**src/rx_irq_pkg.sv**
```systemverilog
// constants for the per-port interrupt enable block
package rx_irq_pkg;
  localparam int unsigned NUM_PORTS = 4;
  localparam int unsigned PSEL_W    = 2;
  localparam logic [7:0] ADDR_PORT_SEL   = 8'h4c;
  localparam logic [7:0] ADDR_FILTER_ST2 = 8'hd7;
  localparam logic [7:0] ADDR_IRQ_EN_HI  = 8'hd8;
  localparam logic [7:0] ADDR_IRQ_EN_LO  = 8'hd9;
  localparam logic [7:0] ADDR_IRQ_ST_HI  = 8'hda;
  localparam logic [7:0] ADDR_IRQ_ST_LO  = 8'hdb;
  localparam logic [7:0] ADDR_STS_FIRST  = 8'h4d;
  localparam logic [7:0] ADDR_STS_SECOND = 8'h4e;
  localparam logic [7:0] EN_HI_MASK      = 8'h07;
  localparam logic [7:0] EN_LO_MASK      = 8'h77;
  localparam logic [7:0] EN_RESET        = 8'h00;
  localparam logic [7:0] ZERO_BYTE       = 8'h00;
  // event bit positions inside the 16-bit {hi,lo} event vector
  localparam int unsigned EV_LOCK     = 0;
  localparam int unsigned EV_PASS     = 1;
  localparam int unsigned EV_PARITY   = 2;
  localparam int unsigned EV_OVERFLOW = 4;
  localparam int unsigned EV_LINE_CNT = 5;
  localparam int unsigned EV_LINE_LEN = 6;
  localparam int unsigned EV_CC_CRC   = 8;
  localparam int unsigned EV_CC_SEQ   = 9;
  localparam int unsigned EV_ENCODE   = 10;
  // which status register clears each event: 1 = second, 0 = first
  localparam logic [15:0] CLR_BY_SECOND = 16'h0470;
  localparam int unsigned FILT_ERR_BIT  = 6;
  localparam int unsigned FILT_DLY_W    = 6;
endpackage

```
**src/rx_port_regs_if.sv**
```systemverilog
// per-port register slice carrier between top and slice module
`timescale 1ns/100ps
interface rx_port_regs_if;
  logic       wr_en;
  logic       rd_en;
  logic [7:0] addr;
  logic [7:0] wdata;
  logic [7:0] rdata;
  logic       irq;
  modport top   (output wr_en, rd_en, addr, wdata, input rdata, irq);
  modport slice (input wr_en, rd_en, addr, wdata, output rdata, irq);
endinterface
```
**src/rx_port_interrupt_enable.sv**
```systemverilog
// per-port interrupt enable hub with port select and filter status
// Behaviour
// - The filter error flag, bit 6, sets on any invalid measurement and clears on read.
// - Bits 5:0 of the filter status return the live data-delay setting, read only.
// - Each port has its own register copy, chosen by the port-select register at 0x4c.
// - High enable bit 2 lets encoding faults raise the interrupt.
// - High enable bit 1 lets control-channel sequence faults raise the interrupt.
// - High enable bit 0 lets control-channel checksum faults raise the interrupt.
// - Low enable bit 6 lets line-length changes raise the interrupt.
// - Low enable bit 5 lets line-count changes raise the interrupt.
// - Low enable bit 4 lets receive buffer overflows raise the interrupt.
// - Low enable bit 2 lets parity faults raise the interrupt.
// - Low enable bit 1 lets any port-valid change raise the interrupt.
// - Low enable bit 0 lets any lock change raise the interrupt.
// - Both enable registers reset to zero and reserved bits read zero.
// - A pending event clears when its reporting port status register is read.
`timescale 1ns/100ps
module rx_port_interrupt_enable
#(
  parameter int unsigned NUM_PORTS = rx_irq_pkg::NUM_PORTS
)
(
  // clock and reset
  input  wire logic                     ref_clk_in,
  input  wire logic                     rst_in,
  // register access from the i2c target
  input  wire logic                     reg_wr_in,
  input  wire logic                     reg_rd_in,
  input  wire logic [7:0]               reg_addr_in,
  input  wire logic [7:0]               reg_wdata_in,
  output logic      [7:0]               reg_rdata_out,
  // per-port event pulses, plus the port-valid level
  input  wire logic [NUM_PORTS-1:0]     encoding_fault_flag_in,
  input  wire logic [NUM_PORTS-1:0]     ctrl_channel_sequence_fault_in,
  input  wire logic [NUM_PORTS-1:0]     ctrl_channel_checksum_fault_in,
  input  wire logic [NUM_PORTS-1:0]     line_length_changed_flag_in,
  input  wire logic [NUM_PORTS-1:0]     line_count_changed_flag_in,
  input  wire logic [NUM_PORTS-1:0]     rx_overflow_in,
  input  wire logic [NUM_PORTS-1:0]     parity_fault_in,
  input  wire logic [NUM_PORTS-1:0]     port_valid_in,
  input  wire logic [NUM_PORTS-1:0]     lock_changed_flag_in,
  // adaptive sampling filter monitor
  input  wire logic [NUM_PORTS-1:0]     filter_bad_measure_in,
  input  wire logic [NUM_PORTS*rx_irq_pkg::FILT_DLY_W-1:0] filter_data_delay_value_in,
  // interrupt requests
  output logic      [NUM_PORTS-1:0]     port_irq_out
);
  localparam int unsigned PW = rx_irq_pkg::PSEL_W;

  // the port select field cannot reach more than four slices
  if (NUM_PORTS < 1 || NUM_PORTS > (1 << PW))
  begin : g_bad_ports
    $error("unsupported port count");
  end

  logic [PW-1:0]          port_sel_q;
  logic [NUM_PORTS-1:0]   pass_q;
  logic [7:0]             rdata_q;
  logic                   rd_sel_q;
  logic [NUM_PORTS-1:0]   irq_q;
  logic [7:0]             slice_rdata [NUM_PORTS];
  logic [NUM_PORTS-1:0]   slice_irq;

  always_ff @(posedge ref_clk_in or posedge rst_in)
  begin
    if (rst_in)
      port_sel_q <= '0;
    else if (reg_wr_in && reg_addr_in == rx_irq_pkg::ADDR_PORT_SEL)
      port_sel_q <= reg_wdata_in[PW-1:0];
  end

  // previous port-valid level for change detection in both directions
  always_ff @(posedge ref_clk_in or posedge rst_in)
  begin
    if (rst_in)
      pass_q <= '0;
    else
      pass_q <= port_valid_in;
  end

  genvar p;
  generate
    for (p = 0; p < NUM_PORTS; p++)
    begin : g_port
      rx_port_regs_if pif ();
      logic [15:0] ev;
      logic        hit;
      assign hit = (port_sel_q == PW'(p));
      assign pif.wr_en = reg_wr_in && hit;
      assign pif.rd_en = reg_rd_in && hit;
      assign pif.addr  = reg_addr_in;
      assign pif.wdata = reg_wdata_in;
      always_comb
      begin
        ev = '0;
        ev[rx_irq_pkg::EV_ENCODE]   = encoding_fault_flag_in[p];
        ev[rx_irq_pkg::EV_CC_SEQ]   = ctrl_channel_sequence_fault_in[p];
        ev[rx_irq_pkg::EV_CC_CRC]   = ctrl_channel_checksum_fault_in[p];
        ev[rx_irq_pkg::EV_LINE_LEN] = line_length_changed_flag_in[p];
        ev[rx_irq_pkg::EV_LINE_CNT] = line_count_changed_flag_in[p];
        ev[rx_irq_pkg::EV_OVERFLOW] = rx_overflow_in[p];
        ev[rx_irq_pkg::EV_PARITY]   = parity_fault_in[p];
        ev[rx_irq_pkg::EV_PASS]     = port_valid_in[p] ^ pass_q[p];
        ev[rx_irq_pkg::EV_LOCK]     = lock_changed_flag_in[p];
      end
      rx_port_irq_slice u_slice
      (
        .ref_clk_in  (ref_clk_in),
        .rst_in      (rst_in),
        .bus         (pif),
        .events_in   (ev),
        .filt_bad_in (filter_bad_measure_in[p]),
        .filt_dly_in (filter_data_delay_value_in[p*rx_irq_pkg::FILT_DLY_W +:
                                                 rx_irq_pkg::FILT_DLY_W])
      );
      assign slice_rdata[p] = pif.rdata;
      assign slice_irq[p]   = pif.irq;
    end
  endgenerate

  // slice read data lags one cycle, so remember whether the port select was read
  always_ff @(posedge ref_clk_in or posedge rst_in)
  begin
    if (rst_in)
      rd_sel_q <= 1'b0;
    else
      rd_sel_q <= reg_rd_in && reg_addr_in == rx_irq_pkg::ADDR_PORT_SEL;
  end

  always_ff @(posedge ref_clk_in or posedge rst_in)
  begin
    if (rst_in)
      rdata_q <= rx_irq_pkg::ZERO_BYTE;
    else if (rd_sel_q)
      rdata_q <= {{(8-PW){1'b0}}, port_sel_q};
    else
      rdata_q <= slice_rdata[port_sel_q];
  end

  always_ff @(posedge ref_clk_in or posedge rst_in)
  begin
    if (rst_in)
      irq_q <= '0;
    else
      irq_q <= slice_irq;
  end

  assign reg_rdata_out = rdata_q;
  assign port_irq_out  = irq_q;
endmodule

```
**src/rx_port_irq_slice.sv**
```systemverilog
// one receive port's enable, pending and filter-status registers
`timescale 1ns/100ps
module rx_port_irq_slice
(
  input  wire logic                        ref_clk_in,
  input  wire logic                        rst_in,
  rx_port_regs_if.slice                    bus,
  input  wire logic [15:0]                 events_in,
  input  wire logic                        filt_bad_in,
  input  wire logic [rx_irq_pkg::FILT_DLY_W-1:0] filt_dly_in
);
  logic [7:0]  en_hi_q;
  logic [7:0]  en_lo_q;
  logic [15:0] pend_q;
  logic        filt_err_q;
  logic [7:0]  rdata_q;
  logic        irq_q;
  logic [15:0] clr_mask;
  logic [15:0] en_all;

  always_comb
  begin
    clr_mask = '0;
    if (bus.rd_en && bus.addr == rx_irq_pkg::ADDR_STS_SECOND)
      clr_mask = rx_irq_pkg::CLR_BY_SECOND;
    else if (bus.rd_en && bus.addr == rx_irq_pkg::ADDR_STS_FIRST)
      clr_mask = ~rx_irq_pkg::CLR_BY_SECOND;
  end

  assign en_all = {en_hi_q, en_lo_q};

  always_ff @(posedge ref_clk_in or posedge rst_in)
  begin
    if (rst_in)
    begin
      en_hi_q <= rx_irq_pkg::EN_RESET;
      en_lo_q <= rx_irq_pkg::EN_RESET;
    end
    else if (bus.wr_en && bus.addr == rx_irq_pkg::ADDR_IRQ_EN_HI)
      en_hi_q <= bus.wdata & rx_irq_pkg::EN_HI_MASK;
    else if (bus.wr_en && bus.addr == rx_irq_pkg::ADDR_IRQ_EN_LO)
      en_lo_q <= bus.wdata & rx_irq_pkg::EN_LO_MASK;
  end

  // new event beats a clear in the same cycle
  always_ff @(posedge ref_clk_in or posedge rst_in)
  begin
    if (rst_in)
      pend_q <= '0;
    else
      pend_q <= (pend_q & ~clr_mask) | events_in;
  end

  always_ff @(posedge ref_clk_in or posedge rst_in)
  begin
    if (rst_in)
      filt_err_q <= 1'b0;
    else if (filt_bad_in)
      filt_err_q <= 1'b1;
    else if (bus.rd_en && bus.addr == rx_irq_pkg::ADDR_FILTER_ST2)
      filt_err_q <= 1'b0;
  end

  always_ff @(posedge ref_clk_in or posedge rst_in)
  begin
    if (rst_in)
      irq_q <= 1'b0;
    else
      irq_q <= |(pend_q & en_all);
  end

  always_ff @(posedge ref_clk_in or posedge rst_in)
  begin
    if (rst_in)
      rdata_q <= rx_irq_pkg::ZERO_BYTE;
    else if (bus.rd_en)
    begin
      case (bus.addr)
        rx_irq_pkg::ADDR_FILTER_ST2: rdata_q <= {1'b0, filt_err_q, filt_dly_in};
        rx_irq_pkg::ADDR_IRQ_EN_HI:  rdata_q <= en_hi_q;
        rx_irq_pkg::ADDR_IRQ_EN_LO:  rdata_q <= en_lo_q;
        rx_irq_pkg::ADDR_IRQ_ST_HI:  rdata_q <= pend_q[15:8] & rx_irq_pkg::EN_HI_MASK;
        rx_irq_pkg::ADDR_IRQ_ST_LO:  rdata_q <= pend_q[7:0] & rx_irq_pkg::EN_LO_MASK;
        default:                     rdata_q <= rx_irq_pkg::ZERO_BYTE;
      endcase
    end
  end

  assign bus.rdata = rdata_q;
  assign bus.irq   = irq_q;
endmodule

```
**config.mk**
```make
export PLATFORM = sky130hd
export DESIGN_NAME = rx_port_interrupt_enable
export DESIGN_NICKNAME = d
export VERILOG_FILES = /design/src/rx_irq_pkg.sv /design/src/rx_port_regs_if.sv /design/src/rx_port_interrupt_enable.sv /design/src/rx_port_irq_slice.sv
export SDC_FILE = /design/constraint.sdc
export NUM_CORES = 1
export LEC_CHECK = 0
export BUFFER_PORTS_ARGS = -buffer_cell sky130_fd_sc_hd__buf_2
export CAP_MARGIN = 0
export CORE_MARGIN = 2
export CORE_UTILIZATION = 40
export CTS_CLUSTER_DIAMETER = 150
export DETAILED_ROUTE_END_ITERATION = 16
export GPL_TIMING_DRIVEN = 0
export SYNTH_ARGS = -nofsm -noshare
export SYNTH_HDL_FRONTEND = slang
export SYNTH_SLANG_ARGS = --single-unit
```
**constraint.sdc**
```tcl
create_clock -name ref_clk_in -period 4.2 [get_ports ref_clk_in]
set_input_delay 0.21 -clock ref_clk_in [delete_from_list [all_inputs] [get_ports ref_clk_in]]
set_output_delay 0.21 -clock ref_clk_in [all_outputs]
set_load 0.01 [all_outputs]
```
==> impl_results.md <==
* Status: completed
* CP Launch Type: register
* Worst EP arrival at 2.41 ns
* Fin crit share at 0.500
* RSZ-0062 raised after global routing: false
* Number of port buffers at roughly 90
* Fraction of registers with async set/reset at 1.00
* Area leader, netlist: dfrtp_1
* CP Class: register to register
* Mapped cell area at roughly 0.0057 mm²
* Mean Syn Cell Area at approximately 12 µm²
* Largest net degree at the start of global routing at 67
* Tightest Hold Check Type: input pin to register
* Post-synthesis cell type count at 47
* Wirelength, routed at between 15 and 20 mm
* Top cells by area, synth: dfrtp_1 56%, mux2_2 8.8%, a21o_1 5.0%
* Min-delay src: filter_data_delay_value_in[15]
* Cells after synthesis at roughly 460
* Via density at 5.67
* Horiz. Die Dim at roughly 120 µm
* # IOs at 96
* Initial Util at 0.409
* Most frequent cells in the layout: 126 x dfrtp_1, 104 x buf_2, 45 x nand2_1
* Worst R2R Start: port_sel_q[1]$_DFFE_PP0P_
* DRT Pass-1 Iters at 6
* Final non-filler cell total at 810
* First-pass GRT wire length at about 26 mm
* Ant. Diodes at 0
* Leak pwr at around 0.0034 µW
* Clock net sink count at between 100 and 150
* Top cell type's share of synthesized area at 0.558
* Maximum vdd drop at between 0.2 and 0.25 mV
* CTS root buf: clkbuf_16
* Share of cells above drive strength 1 at 0.324
* CP Max Fanout at 10
* P&R area growth vs syn at 31.3%
* Hold Vio Cnt, Final at 0
* Final HPWL DP at approximately 12 mm
* Pre-CTS setup slack at roughly 2.1 ns
* Measured slew at the worst slew-check pin at approximately 0.74 ns
* # fillers at 1195
* CTS tree: built
* CTS buffer count at 17
* Clock tree buffer depth at 2
* Die area at about 0.015 mm²
* Critical Path Sink Type: register
* Clock Pin Slew Worst Setup and Hold Paths at 0.06 ns
* Worst skew pair latency at 0.42 ns
* H-tree lvl count at 4
* Synthesized Nets at ~550
* Total Routing Usage GR at 0.235
* # Max-Cap Violations at 0
* DRC violations left at 0
* Vias at between 4000 and 5000
* Gr ovfl total at 0
* Final #Nets at between 700 and 800
* EDFF count, synth at 0
* PwrDens at 404 mW/mm²
* Rows at 43
* Initial drt markers at approximately 390
* Seq cells post-synth at between 100 and 150
* Worst setup margin at 2.10 ns
* Avg WL per Cell at approximately 20 µm
* Relative slew slack at 0.507
* Worst path required time at roughly 4.5 ns
* Vias in the first global route at approximately 4600
* Die height at 123 µm
* Final setup violation count at 0
* Placed instance count at ~740
* Worst setup path startpoint: port_sel_q[1]$_DFFE_PP0P_
* Total number of yosys warnings at 0
* Core area at 0.0138 mm²
* Initial antenna violation count at 0
* Worst R2R Setup Slack at about 2.1 ns
* Ys flop type: dfrtp_1
* Post-route ant nets at 0
* Worst Skew at approximately 0.0085 ns
* Most common cell after layout, fill and taps aside: dfrtp_1
* Fmax at about 480 MHz
* Min Tclk post-route at 2.10 ns
* Total power at between 3000 and 4000 µW
* Final Wtd Congestion at 0.884
* Max Slew Vio Count at 0
* Register area share after synthesis at 0.558
## cell type report
type                       instances  area, µm²  share of cell area
timing repair buffer             135        908               0.122
sequential                       126       3150               0.425
multi-input combinational        312       2350               0.317
inverter                           1       8.76             0.00118
clock buffer                      21        470              0.0634
tap                              180        225              0.0303
clock inverter                    11        163              0.0219
buffer                            24        143              0.0192
## where the power goes
part | internal [µW] | switching (µW) | leakage [µW] | total (µW)
clock network | 1030 | 527 | 0.000305 | 1560
registers | 1230 | 7.54 | 0.00154 | 1240
logic | 94.0 | 110 | 0.00153 | 204
## cells by family (layout without fill, tap and decap cells)
kind of cell / after synthesis / in the layout / synth area share
AOI/OAI and AO/OA: 135 / 135 / 0.175
xor gates and xnor gates: 4 / 4 / 0.00620
buffers and inverters: 25 / 192 / 0.0259
DFF: 126 / 126 / 0.558
muxes: 59 / 59 / 0.128
other: 1 / 1 / 0.000664
and+or+nand+nor: 113 / 113 / 0.107
## flip-flops by register name (all words and copies together), names as in the netlist, 7 cells and up
name / cells
g_port.u_slice.bus.rdata: 28
g_port.u_slice.en_hi_q: 12
g_port.u_slice.en_lo_q: 24
g_port.u_slice.pend_q: 36
reg_rdata_out: 7
## per-stage QoR
step           instance area, µm²  hold slack (ns)   util  TNS, ns
5_1_grt                      7420           0.0180  0.537        0
6_report                     7420           0.0232  0.537        0
3_3_place_gp                 6340            0.335  0.458   -97.85
4_1_cts                      7420           0.0102  0.537        0
3_5_place_dp                 6370            0.323  0.461        0
2_1_floorplan                5650            0.241      -        0
## cell usage after synthesis (2+ instances only)
cell type	instances
buf_6	3
buf_1	2
nor2_2	3
buf_2	12
buf_4	4
nand4b_1	2
o21ai_1	4
a21oi_1	4
a221oi_1	8
mux2_2	44
and3_1	4
a22oi_1	28
dfrtp_1	126
nand2_1	45
and4b_1	2
nand2b_1	4
a22o_1	24
nor2_1	16
o22ai_1	4
xor2_1	2
or3_1	2
mux2i_1	9
and2b_1	2
nor2b_1	7
nand3_1	12
a222oi_1	4
xnor2_1	2
o21ai_0	19
a21o_1	38
mux4_2	6
nand4_1	3
clkbuf_1	3
## per-layer routing
metal,share of wire,GRT usage,wire length [µm]
met5,0,0,0
met4,0.027,0.0869,444
met3,0.068,0.0604,1130
met2,0.46,0.362,7660
met1,0.44,0.319,7400
## timing repair
| action | 4_1_cts | 5_1_grt |
|---|---|---|
| endpoints found under the hold margin | 101 | 0 |
| setup buffers | 0 | 0 |
| hold buffers | 42 | 0 |
| gates resized for setup | 0 | 0 |
## worst max-delay path, stage by stage (launching register included)
cell     delay, ns
dfrtp_1       0.36
buf_4         0.18
buf_2         0.21
nor3b_1       0.65
nand2_1       0.32
a21o_1        0.26
## path summary, 6_finish.rpt
check	to	cells past startpoint
setup / recovery	g_port[0].u_slice.pend_q[0]$_DFF_PP0_	5
hold / removal	g_port[2].u_slice.bus.rdata[3]$_DFFE_PP0N_	3
setup reg to reg	g_port[0].u_slice.pend_q[0]$_DFF_PP0_	5
hold reg to reg	port_irq_out[3]$_DFF_PP0_	0
max in group asynchronous	g_port[2].u_slice.en_lo_q[2]$_DFFE_PP0P_	4
min in group asynchronous	reg_rdata_out[5]$_DFF_PP0_	3
(Power assumes the default switching activity.)
